===== src/common/qed_pkg.sv =====
// shared constants of the quadrature encoder decoder
package qed_pkg;

  // ==========================================================
  // register addresses (plain port, printed offsets)
  localparam logic [7:0] QED_ADDR_MOTOR_CFG = 8'h1B;
  localparam logic [7:0] QED_ADDR_MODE = 8'h25;
  localparam logic [7:0] QED_ADDR_PPR = 8'h26;
  localparam logic [7:0] QED_ADDR_COUNT = 8'h27;
  localparam logic [7:0] QED_ADDR_COUNT_IDX = 8'h28;
  localparam logic [7:0] QED_ADDR_OFFSETS = 8'h29;
  localparam logic [7:0] QED_ADDR_ANGLES = 8'h2A;

  // ==========================================================
  // mode register field positions
  localparam int QED_MODE_APOL = 0;
  localparam int QED_MODE_BPOL = 1;
  localparam int QED_MODE_NPOL = 2;
  localparam int QED_MODE_QUALIFY = 3;
  localparam int QED_MODE_RELOAD = 8;
  localparam int QED_MODE_DIR = 12;
  localparam logic [31:0] QED_MODE_MASK = 32'h0000_110F;

  // ==========================================================
  // field widths and positions of wider registers
  localparam int QED_CNT_W = 24;
  localparam int QED_ANG_W = 16;
  localparam int QED_M_LSB = 0;
  localparam int QED_E_LSB = 16;

  // ==========================================================
  // values after reset
  localparam logic [31:0] QED_MODE_RST = 32'h0000_0000;
  localparam logic [23:0] QED_PPR_RST = 24'h00_1000;
  localparam logic [15:0] QED_POLES_RST = 16'h0001;
  localparam logic [31:0] QED_OFFSETS_RST = 32'h0000_0000;
  localparam logic [23:0] QED_COUNT_RST = 24'h00_0000;

  // ==========================================================
  // divider state
  typedef enum logic [0:0] {
    QED_DIV_IDLE = 1'b0,
    QED_DIV_RUN = 1'b1
  } qed_div_state_e;

endpackage


===== src/verilog/qed_decoder.sv =====
// quadrature encoder decoder with position count and angle output
//
// Operation
// - mode bit 0 inverts the A input
// - mode bit 1 inverts the B input
// - mode bit 2 inverts the N index input
// - bit 3 low: index follows N; high: needs N, A, B together
// - index event: bit 8 low latches count, high reloads count from latch
// - mode bit 12 low counts positive, high counts negative
// - 24-bit software pulses-per-revolution setting
// - 24-bit position count wraps modulo pulses-per-revolution
// - software write overwrites the position count
// - index event captures count into latch; a count cleared in that cycle latches its old value
// - software write to latch gives the reload value for next index
// - mechanical angle is count times 2^16 over ppr plus offset
// - electrical angle is mechanical angle times pole pairs plus offset
// - offset register bits 15:0 hold signed mechanical offset
// - motor config bits 15:0 hold unsigned pole-pair count
//
// The address-and-strobe port is this design's own decision.
`timescale 1ns/1ns
`default_nettype none

module qed_decoder #(
  parameter int CNT_W = 24,
  parameter int ANG_W = 16
) (
  // clock and reset
  input wire logic clk,
  input wire logic rstn,
  // encoder pins
  input wire logic enc_a,
  input wire logic enc_b,
  input wire logic enc_n,
  // register port
  input wire logic [7:0] reg_addr,
  input wire logic [31:0] reg_wdata,
  input wire logic reg_wr,
  input wire logic reg_rd,
  output logic [31:0] reg_rdata,
  // position and angle outputs
  output logic [CNT_W-1:0] position,
  output logic [ANG_W-1:0] phi_mech,
  output logic [ANG_W-1:0] phi_elec,
  output logic index_event
);

  localparam int NUM_W = CNT_W + ANG_W;

  // ==========================================================
  // registers
  logic [31:0] mode_q;
  logic [CNT_W-1:0] ppr_q;
  logic [15:0] poles_q;
  logic [31:0] offsets_q;
  logic [CNT_W-1:0] count_q;
  logic [CNT_W-1:0] count_d;
  logic [CNT_W-1:0] latch_q;
  logic [CNT_W-1:0] latch_d;
  logic [1:0] ab_q;
  logic [1:0] ab_prev_q;
  logic idx_prev_q;
  logic [ANG_W-1:0] phi_m_q;
  logic [ANG_W-1:0] phi_e_q;

  // ==========================================================
  // register decode
  wire wr_mode = reg_wr && reg_addr == qed_pkg::QED_ADDR_MODE;
  wire wr_ppr = reg_wr && reg_addr == qed_pkg::QED_ADDR_PPR;
  wire wr_poles = reg_wr && reg_addr == qed_pkg::QED_ADDR_MOTOR_CFG;
  wire wr_count = reg_wr && reg_addr == qed_pkg::QED_ADDR_COUNT;
  wire wr_latch = reg_wr && reg_addr == qed_pkg::QED_ADDR_COUNT_IDX;
  wire wr_offsets = reg_wr && reg_addr == qed_pkg::QED_ADDR_OFFSETS;

  // ==========================================================
  // mode fields
  wire pol_a = mode_q[qed_pkg::QED_MODE_APOL];
  wire pol_b = mode_q[qed_pkg::QED_MODE_BPOL];
  wire pol_n = mode_q[qed_pkg::QED_MODE_NPOL];
  wire qualify_all = mode_q[qed_pkg::QED_MODE_QUALIFY];
  wire reload_mode = mode_q[qed_pkg::QED_MODE_RELOAD];
  wire dir_neg = mode_q[qed_pkg::QED_MODE_DIR];

  // ==========================================================
  // input polarity
  wire a_pol = enc_a ^ pol_a;
  wire b_pol = enc_b ^ pol_b;
  wire n_pol = enc_n ^ pol_n;

  // ==========================================================
  // index qualification and edge detection
  wire idx_level = n_pol && (!qualify_all || (ab_q[1] && ab_q[0]));
  wire idx_hit = idx_level && !idx_prev_q;

  // ==========================================================
  // quadrature phase: gray code to phase number
  wire [1:0] ph_now = {ab_q[1], ab_q[1] ^ ab_q[0]};
  wire [1:0] ph_old = {ab_prev_q[1], ab_prev_q[1] ^ ab_prev_q[0]};
  wire [1:0] ph_diff = ph_now - ph_old;
  wire step_fwd = ph_diff == 2'h1;
  wire step_back = ph_diff == 2'h3; // 2 is a skipped phase, ignored
  wire step_up = dir_neg ? step_back : step_fwd;
  wire step_dn = dir_neg ? step_fwd : step_back;

  // ==========================================================
  // modulo counting
  wire [CNT_W-1:0] ppr_last = ppr_q - 1'b1;
  wire at_top = count_q >= ppr_last;
  wire [CNT_W-1:0] count_inc = at_top ? '0 : count_q + 1'b1;
  wire [CNT_W-1:0] count_dec = (count_q == '0) ? ppr_last : count_q - 1'b1;

  // next count: software write, then index reload, then step
  always_comb
  begin
    count_d = count_q;
    if (wr_count)
      count_d = reg_wdata[CNT_W-1:0];
    else if (idx_hit && reload_mode)
      count_d = latch_q;
    else if (step_up)
      count_d = count_inc;
    else if (step_dn)
      count_d = count_dec;
  end

  // next index latch: capture on index beats a software write
  always_comb
  begin
    latch_d = latch_q;
    if (idx_hit && !reload_mode)
      latch_d = count_q;
    else if (wr_latch)
      latch_d = reg_wdata[CNT_W-1:0];
  end

  // ==========================================================
  // mode register; bits outside the mask always read zero
  always_ff @(posedge clk)
  begin
    if (!rstn)
      mode_q <= qed_pkg::QED_MODE_RST;
    else if (wr_mode)
      mode_q <= reg_wdata & qed_pkg::QED_MODE_MASK;
  end

  // pulses per revolution; zero lets the count wrap at full range
  always_ff @(posedge clk)
  begin
    if (!rstn)
      ppr_q <= qed_pkg::QED_PPR_RST;
    else if (wr_ppr)
      ppr_q <= reg_wdata[CNT_W-1:0];
  end

  // pole-pair count for the electrical angle
  always_ff @(posedge clk)
  begin
    if (!rstn)
      poles_q <= qed_pkg::QED_POLES_RST;
    else if (wr_poles)
      poles_q <= reg_wdata[15:0];
  end

  // both angle offsets in one word
  always_ff @(posedge clk)
  begin
    if (!rstn)
      offsets_q <= qed_pkg::QED_OFFSETS_RST;
    else if (wr_offsets)
      offsets_q <= reg_wdata;
  end

  // ==========================================================
  // input sampling and edge history
  always_ff @(posedge clk)
  begin
    if (!rstn)
    begin
      ab_q <= 2'b00;
      ab_prev_q <= 2'b00;
    end
    else
    begin
      ab_q <= {a_pol, b_pol};
      ab_prev_q <= ab_q;
    end
  end

  // index level history; a level held high gives one event only
  always_ff @(posedge clk)
  begin
    if (!rstn)
      idx_prev_q <= 1'b0;
    else
      idx_prev_q <= idx_level;
  end

  // ==========================================================
  // position count
  always_ff @(posedge clk)
  begin
    if (!rstn)
      count_q <= qed_pkg::QED_COUNT_RST;
    else
      count_q <= count_d;
  end

  // index latch
  always_ff @(posedge clk)
  begin
    if (!rstn)
      latch_q <= qed_pkg::QED_COUNT_RST;
    else
      latch_q <= latch_d;
  end

  // index pulse, one cycle after the edge that took the index
  always_ff @(posedge clk)
  begin
    if (!rstn)
      index_event <= 1'b0;
    else
      index_event <= idx_hit;
  end

  // ==========================================================
  // mechanical angle: count * 2^16 / ppr, recomputed continuously
  logic div_busy;
  logic div_done;
  logic [NUM_W-1:0] div_quot;
  wire [NUM_W-1:0] div_numer = {count_q, {ANG_W{1'b0}}};

  qed_divider #(
    .NUM_W(NUM_W),
    .DEN_W(CNT_W)
  ) u_div (
    .clk(clk),
    .rstn(rstn),
    .start(!div_busy),
    .numer(div_numer),
    .denom(ppr_q),
    .busy(div_busy),
    .done(div_done),
    .quot(div_quot)
  );

  // ==========================================================
  // offsets and pole-pair scaling
  wire [ANG_W-1:0] m_off = offsets_q[qed_pkg::QED_M_LSB +: ANG_W];
  wire [ANG_W-1:0] e_off = offsets_q[qed_pkg::QED_E_LSB +: ANG_W];
  wire [ANG_W-1:0] phi_m_d = div_quot[ANG_W-1:0] + m_off;
  wire [31:0] phi_prod = phi_m_d * poles_q;
  wire [ANG_W-1:0] phi_e_d = phi_prod[ANG_W-1:0] + e_off;

  // mechanical angle, updated when the divider finishes
  always_ff @(posedge clk)
  begin
    if (!rstn)
      phi_m_q <= '0;
    else if (div_done)
      phi_m_q <= phi_m_d;
  end

  // electrical angle, taken in the same cycle as the mechanical one
  always_ff @(posedge clk)
  begin
    if (!rstn)
      phi_e_q <= '0;
    else if (div_done)
      phi_e_q <= phi_e_d;
  end

  // ==========================================================
  // read data selection; unmapped places read zero
  wire sel_poles = reg_addr == qed_pkg::QED_ADDR_MOTOR_CFG;
  wire sel_mode = reg_addr == qed_pkg::QED_ADDR_MODE;
  wire sel_ppr = reg_addr == qed_pkg::QED_ADDR_PPR;
  wire sel_count = reg_addr == qed_pkg::QED_ADDR_COUNT;
  wire sel_latch = reg_addr == qed_pkg::QED_ADDR_COUNT_IDX;
  wire sel_offsets = reg_addr == qed_pkg::QED_ADDR_OFFSETS;
  wire sel_angles = reg_addr == qed_pkg::QED_ADDR_ANGLES;

  // one-hot selects, so an or of masked words is enough
  wire [31:0] rd_mux = ({32{sel_poles}} & {16'h0000, poles_q})
    | ({32{sel_mode}} & mode_q)
    | ({32{sel_ppr}} & {8'h00, ppr_q})
    | ({32{sel_count}} & {8'h00, count_q})
    | ({32{sel_latch}} & {8'h00, latch_q})
    | ({32{sel_offsets}} & offsets_q)
    | ({32{sel_angles}} & {phi_e_q, phi_m_q});

  // read data stand for one cycle after the strobe
  always_ff @(posedge clk)
  begin
    if (!rstn)
      reg_rdata <= 32'h0000_0000;
    else if (reg_rd)
      reg_rdata <= rd_mux;
    else
      reg_rdata <= 32'h0000_0000;
  end

  // ==========================================================
  // outputs
  assign position = count_q;
  assign phi_mech = phi_m_q;
  assign phi_elec = phi_e_q;

endmodule // qed_decoder
`default_nettype wire


===== src/verilog/qed_divider.sv =====
// sequential restoring divider for the angle computation
`timescale 1ns/1ns
`default_nettype none

module qed_divider #(
  parameter int NUM_W = 40,
  parameter int DEN_W = 24
) (
  // clock and reset
  input wire logic clk,
  input wire logic rstn,
  // request
  input wire logic start,
  input wire logic [NUM_W-1:0] numer,
  input wire logic [DEN_W-1:0] denom,
  // answer
  output logic busy,
  output logic done,
  output logic [NUM_W-1:0] quot
);

  localparam int CW = $clog2(NUM_W + 1);
  localparam logic [CW-1:0] LAST = CW'(NUM_W - 1);

  qed_pkg::qed_div_state_e state_q;
  logic [CW-1:0] bit_q;
  logic [NUM_W-1:0] num_q;
  logic [DEN_W-1:0] den_q;
  logic [DEN_W:0] rem_q;
  logic [NUM_W-1:0] acc_q;

  // one restoring step
  wire [DEN_W:0] shifted = {rem_q[DEN_W-1:0], num_q[NUM_W-1]};
  wire fits = shifted >= {1'b0, den_q};
  wire [DEN_W:0] rem_d = fits ? shifted - {1'b0, den_q} : shifted;
  wire [NUM_W-1:0] acc_d = {acc_q[NUM_W-2:0], fits};
  wire zero_den = den_q == '0;

  assign busy = state_q == qed_pkg::QED_DIV_RUN;

  // iteration control
  always_ff @(posedge clk)
  begin
    if (!rstn)
    begin
      state_q <= qed_pkg::QED_DIV_IDLE;
      bit_q <= '0;
      num_q <= '0;
      den_q <= '0;
      rem_q <= '0;
      acc_q <= '0;
      done <= 1'b0;
      quot <= '0;
    end
    else
    begin
      done <= 1'b0;
      case (state_q)
        qed_pkg::QED_DIV_IDLE:
        begin
          if (start)
          begin
            num_q <= numer;
            den_q <= denom;
            rem_q <= '0;
            acc_q <= '0;
            bit_q <= '0;
            state_q <= qed_pkg::QED_DIV_RUN;
          end
        end
        qed_pkg::QED_DIV_RUN:
        begin
          rem_q <= rem_d;
          acc_q <= acc_d;
          num_q <= {num_q[NUM_W-2:0], 1'b0};
          bit_q <= bit_q + 1'b1;
          if (bit_q == LAST)
          begin
            quot <= zero_den ? '0 : acc_d; // zero divisor gives zero
            done <= 1'b1;
            state_q <= qed_pkg::QED_DIV_IDLE;
          end
        end
        default: state_q <= qed_pkg::QED_DIV_IDLE;
      endcase
    end
  end

endmodule // qed_divider
`default_nettype wire


===== config.mk =====
export PLATFORM = sky130hd
export DESIGN_NAME = qed_decoder
export DESIGN_NICKNAME = d
export VERILOG_FILES = /design/src/common/qed_pkg.sv /design/src/verilog/qed_decoder.sv /design/src/verilog/qed_divider.sv
export SDC_FILE = /design/constraint.sdc
export NUM_CORES = 1
export LEC_CHECK = 0
export ABC_AREA = 0
export BUFFER_PORTS_ARGS = -buffer_cell sky130_fd_sc_hd__buf_2
export CORE_MARGIN = 5
export CORE_UTILIZATION = 50
export DETAILED_ROUTE_END_ITERATION = 12
export PLACE_DENSITY = 0.71
export SLEW_MARGIN = 20
export SYNTH_ARGS = -nofsm -noshare
export SYNTH_HDL_FRONTEND = slang
export SYNTH_SLANG_ARGS = --single-unit

===== constraint.sdc =====
create_clock -name clk -period 7.8 [get_ports clk]
set_input_delay 0.78 -clock clk [delete_from_list [all_inputs] [get_ports clk]]
set_output_delay 0.78 -clock clk [all_outputs]
set_load 0.005 [all_outputs]

After elaboration in Yosys (flattened, before gate mapping). Index checks and enable logic that the tools add are counted.

Register bits after elaboration: 323. Bits of input ports: 47. Output and inout port bits: 89. Word-level logic and storage cells: 102.

$add $sub $neg: 8. Multipliers: 1. Magnitude comparators: 2. Equality and inequality tests: 10. Mux-type cells: 19. Bitwise operators: 19. Reductions and logical operators: 22.

Operators with widths (count): 24-bit two-way mux (9); 32-bit OR (6); 32-bit by 24-bit bitwise AND with 32-bit output (3); 40-bit case mux with 2 select lines (1); 32-bit bitwise AND (2); 8-bit by 6-bit equality test with 1-bit output, second input constant (6); 24-bit zero test (2); 24-bit case mux with 2 select lines (1); 24-bit by 1-bit subtractor with 24-bit output, second input constant (2); 16-bit adder (2); 32-bit by 13-bit bitwise AND with 32-bit output (1); 32-bit by 16-bit bitwise AND with 32-bit output (1); 15-bit case mux with 2 select lines (1); 25-bit by 24-bit greater-or-equal comparator with 1-bit output (1); 24-bit by 1-bit adder with 24-bit output, second input constant (1); 24-bit greater-or-equal comparator (1); 24-bit subtractor (1); 16-bit by 16-bit multiplier with 16-bit output (1); 16-bit two-way mux (1); 6-bit case mux with 2 select lines (1); 1-bit logical AND (11); 8-bit by 5-bit equality test with 1-bit output, second input constant (1); 6-bit by 1-bit adder with 6-bit output, second input constant (1); 6-bit equality test, second input constant (1); 12 further kinds (23).

Depth between registers and ports, before layout. Gate-level depths: netlist of the first run.

Depth after elaboration: 8. Mapped depth: 31. Depth with buffers taken out: 30.

Modules after synthesis. A second synthesis of the first run with hierarchy kept.

Cells, all modules: 2841. Area total of the unflattened synthesis: 23338.6 µm².

By module, submodules not included: qed_decoder (instances 1, cells an instance 1899, area each 15361.0 µm², sequential area each 3923.8 µm²); qed_divider (instances 1, cells an instance 942, area each 7977.7 µm², sequential area each 3503.4 µm²).

Least setup slack after synthesis of the first run. No wires, ideal clock.

Kind: reg-to-reg. Start: reg offsets_q[1]. End: reg phi_e_q[15] (netlist: phi_elec[15]). Setup time: 0.070 ns. Data arrival time: 7.397 ns. Required time: 7.730 ns. Setup slack: 0.333 ns. Cell stages (with the launch flop): 30. Path buffers: 0. Period minus slack after synthesis: 7.467 ns. Cells stage by stage: dfxtp_1 -> ha_1 -> a211oi_2 -> o21bai_2 -> a2111oi_2 -> o31ai_2 -> o22a_1 -> a21o_1 -> a21oi_1 -> xnor2_1 -> nand2_1 -> fa_1 -> fa_1 -> fa_1 -> inv_1 -> fa_1 -> inv_1 -> fa_1 -> fa_1 -> xnor2_1 -> xnor2_1 -> xnor2_1 -> xnor2_1 -> xnor2_1 -> xnor3_1 -> xnor3_1 -> xnor2_1 -> xnor3_1 -> xor3_1 -> a21oi_1.

Cells in the longest elaborated chain, start to end: 3.

Ends and longest elaborated chain: from (decl) (RTL line qed_decoder.sv:55) `logic [31:0] offsets_q;`; from (signal assigned) (RTL line qed_decoder.sv:168) `offsets_q <= qed_pkg::QED_OFFSETS_RST;`; from (signal assigned) (RTL line qed_decoder.sv:170) `offsets_q <= reg_wdata;`; 16-bit adder (RTL line qed_decoder.sv:251) `wire [ANG_W-1:0] phi_m_d = div_quot[ANG_W-1:0] + m_off;`; 16-bit by 16-bit multiplier with 16-bit output (RTL line qed_decoder.sv:252) `wire [31:0] phi_prod = phi_m_d * poles_q;`; 16-bit adder (RTL line qed_decoder.sv:253) `wire [ANG_W-1:0] phi_e_d = phi_prod[ANG_W-1:0] + e_off;`; to (signal assigned) (RTL line qed_decoder.sv:270) `phi_e_q <= phi_e_d;`; to (decl) (RTL line qed_decoder.sv:64) `logic [ANG_W-1:0] phi_e_q;`.

Every way passes these cells. A chain may end at the register's enable or synchronous reset.

Final worst setup path of the first run.
Start: reg u_div.quot[0]. End: reg phi_e_q[15] (netlist: phi_elec[15]).

Cells in the longest elaborated chain, start to end: 3.

Ends and longest elaborated chain: from (decl) (RTL line qed_divider.sv:19) `output logic [NUM_W-1:0] quot`; from (signal assigned) (RTL line qed_divider.sv:79) `quot <= zero_den ? '0 : acc_d;`; 16-bit adder (RTL line qed_decoder.sv:251); 16-bit by 16-bit multiplier with 16-bit output (RTL line qed_decoder.sv:252); 16-bit adder (RTL line qed_decoder.sv:253).

Every way passes these cells.

==> impl_metrics.sql, run 1 <==
INSERT INTO impl_metrics (metric_group, metric, value, unit) VALUES
('die', 'width_of_the_chip', '210', 'um'),
('die', 'initial_core_util', '50.6', '%'),
('detailed_routing', 'drtIter0Drc', '1936', ''),
('worst_setup_path', 'cpMostUsedCell', 'fa_1', ''),
('detailed_routing', 'drt-pass1-iter-count', '7', ''),
('synthesis', 'synthAdderAreaFrac', '17.2', '%'),
('worst_setup_path', 'reg2reg_setup_slack', '0.28', 'ns'),
('power_and_ir_drop', 'switching_share', '38.8', '%'),
('grt', 'first_global_vias', '17900', ''),
('detailed_routing', 'drc_errors', '0', ''),
('synthesis', 'syn-instance-count', '2422', ''),
('synthesis', 'synthMuxAreaShare', '4.98', '%'),
('worst_hold_path', 'whs_path_depth', '1', ''),
('worst_setup_path', 'worst_ep_required', '8.22', 'ns'),
('synthesis', 'synth_sequential_area_ratio', '30.6', '%'),
('placement', 'hpwl', '47100', 'um'),
('cells_and_area', 'fillCellCount', '3562', ''),
('worst_hold_path', 'hold_end', 'u_div.bit_q[0]', ''),
('worst_setup_path', 'crit_path_end_kind', 'flop', ''),
('status', 'outcome', 'completed', ''),
('synthesis', 'syn_area', '20100', 'um2'),
('worst_setup_path', 'critPathKind', 'flop to flop', ''),
('grt', 'grt_first_pass_wirelength', '100000', 'um'),
('synthesis', 'yosys.area_share.xor_xnor', '5.98', '%'),
('sta', 'fin_worst_skew', '0.0370', 'ns'),
('cts', 'cts.htree.levels', '2', ''),
('power_and_ir_drop', 'p_comb_share', '41.1', '%'),
('sta', 'finalHoldWorstSlack', '0.451', 'ns'),
('power_and_ir_drop', 'net-switching-power', '2.47', 'mW'),
('sta', 'fmax', '133', 'MHz'),
('sta', 'final_number_of_hold_violating_endpoints', '0', ''),
('synthesis', 'async_flop_share', '0', '%'),
('worst_setup_path', 'r2r_cells', '30', ''),
('synthesis', 'synth.avg_cell_area', '8.30', 'um2'),
('sta', 'final_max_slew_viol_count', '0', ''),
('cts', 'clock_latency', '0.57', 'ns'),
('worst_setup_path', 'crit_path_max_fanout', '5', ''),
('placement', 'numPortBuffers', '135', ''),
('placement', 'gp_congestion', '0.930', ''),
('synthesis', 'synth_simple_gate_area_share', '18.6', '%'),
('die', 'row_count', '73', ''),
('sta', 'final_min_period_over_clock_period', '96.4', '%'),
('die', 'boundaryPins', '136', ''),
('detailed_routing', 'totalWireLength', '64500', 'um'),
('cells_and_area', 'num-nets-final', '2741', ''),
('sta', 'final_period_minus_worst_setup_slack', '7.52', 'ns'),
('worst_hold_path', 'timing.hold.worst.start', 'u_div.bit_q[0]', ''),
('worst_setup_path', 'critPathMaxStageDelay', '0.55', 'ns'),
('power_and_ir_drop', 'internal-power', '3.89', 'mW'),
('power_and_ir_drop', 'clock_power_share', '27.8', '%'),
('grt', 'grt_antenna_before_repair', '2', ''),
('grt', 'grt_remaining_overflow', '0', ''),
('cts', 'cts_tree', 'built', ''),
('power_and_ir_drop', 'irDropWorstVdd', '0.000349', 'V'),
('synthesis', 'yosysWarnings', '0', ''),
('job', 'max_cap_viol_count', '0', ''),
('cells_and_area', 'seqCellArea', '6150', 'um2'),
('die', 'chipHeight', '210', 'um'),
('sta', 'setup_viol_count_final', '0', ''),
('sta', 'slew_headroom', '32.3', '%'),
('placement', 'placement_stage_worst_setup_slack', '-0.134', 'ns'),
('grt', 'grt_max_degree', '122', ''),
('synthesis', 'post_synthesis_compound_gate_area_fraction', '15.8', '%'),
('detailed_routing', 'drt.antenna.violating_nets', '0', ''),
('detailed_routing', 'vias_after_detailed_routing', '18100', ''),
('worst_setup_path', 'critPathLaunchType', 'flop', ''),
('cells_and_area', 'area_delta_synth_final', '12.3', '%'),
('synthesis', 'post_synth_edffs', '0', ''),
('worst_setup_path', 'crit_slowest_cell', 'fa_1', ''),
('synthesis', 'synth_cell_type_count', '72', ''),
('detailed_routing', 'route.detailed.vias_per_inst', '5.99', '');
-- sequential cells by signal, indices dropped and copies added, names as in the netlist, 2 cells and up --
signal,count
ab_prev_q,2
ab_q,2
latch_q,24
mode_q,6
offsets_q,32
phi_elec,16
phi_mech,16
poles_q,16
position,24
ppr_q,24
reg_rdata,32
u_div.acc_q,15
u_div.bit_q,6
u_div.den_q,24
u_div.num_q,24
u_div.quot,16
u_div.rem_q,24
-- worst max path at each step --
| stage | from | endpoint | cells past startpoint |
|---|---|---|---|
| floorplan | offsets_q[1] | phi_elec[15] | 29 |
| global placement | offsets_q[2] | phi_elec[15] | 29 |
| detailed placement | offsets_q[0] | phi_elec[15] | 29 |
| CTS | offsets_q[1] | phi_elec[15] | 29 |
| global route | offsets_q[2] | phi_elec[15] | 29 |
| finish | u_div.quot[0] | phi_elec[15] | 30 |
-- synth_stat cells, drive strengths merged, types with 5 or more instances --
master     n  area share, %
or3       10           0.36
mux2i    100            5.0
nor3b      6           0.22
a22oi     64            2.4
or4        5           0.21
xnor2     91            4.0
nand4     12           0.37
nand2    343            6.4
ha       122            7.6
a311oi    25            1.1
a21o      25           0.93
a221oi     6           0.26
nor2b     21           0.69
a2111oi    5           0.25
dfxtp    307             31
and2      59            1.8
o21ai     57            1.4
and3      27           0.84
a21oi    148            3.7
o211ai    15           0.56
o31ai     10           0.40
clkbuf   145            2.7
nor2     207            3.9
inv      209            3.9
a211oi    25           0.96
xor2      35            1.5
nand2b    18           0.56
o21a       7           0.26
nand3     56            1.4
a22o      20           0.87
o221ai    11           0.48
o21bai    12           0.47
nor3      26           0.65
a21boi     5           0.19
a222oi     7           0.35
fa        96            9.6
a31oi     20           0.62
buf       15           0.34
nor4      19           0.62
-- per-stage QoR --
stage / area, um2 / std cells / util [%] / power [mW] / setup TNS, ns
2_1_floorplan: 20100 / 2422 / - / 3.93 / 0
6_report: 22600 / 3030 / 56.8 / 6.35 / 0
3_5_place_dp: 21100 / 2951 / 53.1 / 4.56 / -0.134
3_3_place_gp: 21100 / 2951 / 53.1 / 4.51 / 0
4_1_cts: 22400 / 3017 / 56.4 / 6.32 / 0
5_1_grt: 22600 / 3028 / 56.8 / 6.71 / -0.0589
-- cells in the final DEF, fill, tap and decap left out, types with 27 or more instances in the layout --
| cell | count |
|---|---|
| nand2_1 | 342 |
| dfxtp_1 | 304 |
| inv_1 | 208 |
| nor2_1 | 205 |
| a21oi_1 | 143 |
| buf_2 | 135 |
| ha_1 | 121 |
| mux2i_1 | 100 |
| fa_1 | 94 |
| xnor2_1 | 83 |
| a22oi_1 | 64 |
| and2_1 | 58 |
| nand3_1 | 56 |
| o21ai_0 | 54 |
| buf_4 | 41 |
| clkbuf_16 | 38 |
| xor2_1 | 34 |
| and3_1 | 27 |
-- power by group through the flow --
stage	combinational, mW	clock, mW	sequential (mW)
2_1_floorplan	2.12	0	1.81
3_3_place_gp	2.51	0	2.00
3_5_place_dp	2.56	0	2.00
4_1_cts	2.58	1.78	1.97
5_1_grt	2.87	1.85	1.99
6_report	2.61	1.76	1.98
-- cells by family after synthesis --
group,Yosys count
xor+xnor,130
flops,307
fa+ha+maj,218
simple gates,822
compound gates,476
mux,100
buf+inv,369
-- per-layer routing --
layer  GRT usage, %  share of wire (%)  up-vias  wire length [um]
met5              0                  0        -                 0
met4           11.8                5.1        0              3310
met3           5.39                9.0      198              5800
met2           45.7                 45      902             29000
met1           37.4                 41     8726             26400
li1               -                  -     8322                 -
-- final cells by class --
class,instances,area share [%]
diodes,3,0.0333
clock buffers,51,4.74
clock inverters,13,0.721
inverters,209,3.50
multi-input cells,1746,56.5
flip-flops and latches,307,27.3
well taps,525,2.91
repair buffers,176,4.36
-- worst max-delay path: cells and delay by family (launching register included) --
family          cells  cell delay (ns)
fa+ha+maj           9             3.82
compound gates      6             1.12
xor+xnor            5             0.95
simple gates        4             0.66
buf+inv             6             0.46
flops               1             0.34
-- repair_timing --
action	in CTS	in global routing
cloned	0	0
hold buffers	0	0
hold endpoints to repair	0	0
setup endpoints to repair	1	1
gates resized for setup	12	13
pin swaps	5	30
buffers inserted	2	10
(Power assumes the default switching activity.)
==> run 2, diff against run 1 <==
- PLACE_DENSITY: 0.71 -> 0.68
- TNS_END_PERCENT: default -> 50
- clock period: 7.8 -> 8.15 ns (I/O delays scaled with it)
==> run 2 against run 1 <==
Global-route usage hardly changed. Count of clock-buffer cells in the layout decreased by 4. Via count fell by 0.94%. Die area stayed put. First-iteration DRC count shrank 3.2%.
==> impl_metrics.sql, run 2 (synthesis results as in run 1) <==
INSERT INTO impl_metrics (metric_group, metric, value, unit) VALUES
('worst_setup_path', 'r2r_cells', '29', ''),
('worst_setup_path', 'crit_slowest_cell', 'fa_1', ''),
('cells_and_area', 'mostFrequentLayoutCell', 'nand2_1', ''),
('cells_and_area', 'biggest_regs', 'offsets_q: 32 flops, reg_rdata: 32 flops', ''),
('job', 'max_cap_viol_count', '0', ''),
('power_and_ir_drop', 'irDropWorstVdd', '0.000269', 'V'),
('cells_and_area', 'layout_utilization', '56.4', '%'),
('power_and_ir_drop', 'pwr_density_cell', '273', 'nW/um2'),
('sta', 'fmax', '128', 'MHz'),
('detailed_routing', 'drc_errors', '0', ''),
('grt', 'grt_antenna_before_repair', '1', ''),
('die', 'fp.coreArea', '39700', 'um2'),
('detailed_routing', 'drt.antenna.violating_nets', '0', ''),
('die', 'boundaryPins', '136', ''),
('status', 'outcome', 'completed', ''),
('die', 'row_count', '73', ''),
('grt', 'grt_first_pass_wirelength', '99600', 'um'),
('detailed_routing', 'vias_after_detailed_routing', '18000', ''),
('cts', 'cts_tree', 'built', ''),
('sta', 'slew_headroom', '33.2', '%'),
('cells_and_area', 'most-common-layout-cells', 'nand2_1 (342), dfxtp_1 (305), inv_1 (208)', ''),
('die', 'chipHeight', '210', 'um'),
('worst_setup_path', 'reg2reg_setup_slack', '0.36', 'ns'),
('power_and_ir_drop', 'power.leakage', '9.50', 'nW'),
('sta', 'max_slew.worst_pin.slew', '1.00', 'ns'),
('sta', 'final_min_period_over_clock_period', '95.6', '%'),
('placement', 'gp_congestion', '0.915', ''),
('sta', 'fin_worst_skew', '0.0264', 'ns'),
('worst_hold_path', 'holdCritPathClass', 'flop to flop', ''),
('sta', 'final_period_minus_worst_setup_slack', '7.79', 'ns'),
('detailed_routing', 'drt-pass1-iter-count', '8', ''),
('sta', 'final_number_of_hold_violating_endpoints', '0', ''),
('detailed_routing', 'drtIter0Drc', '1875', ''),
('grt', 'first_global_vias', '17500', ''),
('detailed_routing', 'totalWireLength', '64000', 'um'),
('placement', 'numPortBuffers', '135', ''),
('worst_setup_path', 'critPathLaunchType', 'flop', ''),
('worst_setup_path', 'worst_ep_required', '8.63', 'ns'),
('cts', 'cts.htree.levels', '2', ''),
('worst_hold_path', 'whs_path_depth', '1', ''),
('cts', 'cts_buffers', '36', ''),
('cells_and_area', 'share_of_layout_cells_above_drive_strength_1', '10.3', '%'),
('grt', 'grt_max_degree', '105', ''),
('grt', 'grt_usage', '28.3', '%'),
('worst_setup_path', 'crit_path_max_fanout', '5', ''),
('grt', 'grt_remaining_overflow', '0', ''),
('worst_setup_path', 'critPathKind', 'flop to flop', ''),
('placement', 'hpwl', '47100', 'um'),
('placement', 'post_dp_cell_area', '21100', 'um2'),
('die', 'width_of_the_chip', '210', 'um'),
('worst_setup_path', 'critPathMaxStageDelay', '0.55', 'ns'),
('cells_and_area', 'fin_area', '22400', 'um2'),
('die', 'die-area', '44300', 'um2'),
('cts', 'cts-root-buf', 'clkbuf_16', ''),
('die', 'initial_core_util', '50.6', '%'),
('cts', 'clock_tree.buffer_depth', '3', ''),
('sta', 'final_max_slew_viol_count', '0', ''),
('sta', 'setup_viol_count_final', '0', ''),
('worst_setup_path', 'cpMostUsedCell', 'fa_1', ''),
('cells_and_area', 'area_delta_synth_final', '11.4', '%'),
('cts', 'clock_latency', '0.55', 'ns'),
('cells_and_area', 'num-nets-final', '2729', ''),
('detailed_routing', 'routed_wire_length_per_instance', '21.2', 'um'),
('sta', 'setup-tns-final', '0', 'ns'),
('worst_setup_path', 'worstPathArrival', '8.27', 'ns'),
('cts', 'tritoncts_num_sinks', '307', ''),
('cts', 'cts.reportedPaths.clkPinSlew', '0.06', 'ns'),
('worst_setup_path', 'crit_path_end_kind', 'flop', ''),
('detailed_routing', 'route.detailed.vias_per_inst', '5.96', '');
## run 2: changes by cell type in the layout (fill, tap and decap cells not counted), sizes merged
| cell | change |
|---|---|
| buf | -12 |
| clkinv | -5 |
| clkinvlp | +5 |
| clkbuf | -4 |
| bufinv | +2 |
| diode | -2 |
## run 2: critical path: cells and delay by family, from the launching register on
| family | cells | cell delay [ns] |
|---|---|---|
| and+or+nand+nor | 3 | 0.65 |
| xor gates and xnor gates | 5 | 1.31 |
| DFF | 1 | 0.36 |
| buffers and inverters | 5 | 0.29 |
| AOI/OAI and AO/OA | 7 | 1.09 |
| adders and majority gates | 9 | 4.05 |
## run 2: layout make-up
| class | count | area, um2 |
|---|---|---|
| Tap cell | 525 | 657 |
| Clock buffer | 47 | 1020 |
| Sequential cell | 307 | 6150 |
| Timing Repair Buffer | 164 | 893 |
| Multi-Input combinational cell | 1746 | 12700 |
| Inverter | 209 | 790 |
| Antenna cell | 1 | 2.50 |
| Clock inverter | 15 | 216 |
| Fill cell | 3633 | 17300 |
## run 2: per-stage QoR
step                      setup WS, ns  cells  hold WS, ns  total power [mW]
after CTS                        0.241   3012        0.451              6.10
final                            0.359   3014        0.446              6.11
after global placement           0.434   2950        0.427              4.33
after detailed placement         0.251   2950        0.434              4.38
after floorplan                  0.683   2422        0.418              3.76
after global routing           -0.0252   3014        0.476              6.47
## run 2: repair_timing
| action | CTS | global route |
|---|---|---|
| hold buffers | 0 | 0 |
| setup buffers | 0 | 1 |
| endpoints found under the hold margin | 0 | 0 |
| gates resized for setup | 0 | 11 |
| endpoints found under the setup margin | 0 | 1 |
## run 2: final timing paths
| kind | from | end |
|---|---|---|
| worst max-delay path | offsets_q[0] | phi_elec[15] |
| worst min-delay path | u_div.bit_q[0] | u_div.bit_q[0] |
| worst min register to register | u_div.bit_q[0] | u_div.bit_q[0] |
| worst max register to register | offsets_q[0] | phi_elec[15] |
## run 2: layer usage
layer | part of all wire [%] | track usage (%) | vias up
li1 | - | - | 8280
met1 | 42 | 38.1 | 8662
met2 | 45 | 44.9 | 863
met3 | 8.6 | 5.54 | 172
met4 | 4.5 | 11.5 | 0
met5 | 0 | 0 | -
## run 2: where the power goes
part | internal, mW | total [mW] | switching [mW]
registers | 1.62 | 1.88 | 0.254
clock network | 1.04 | 1.71 | 0.666
logic | 1.08 | 2.52 | 1.44
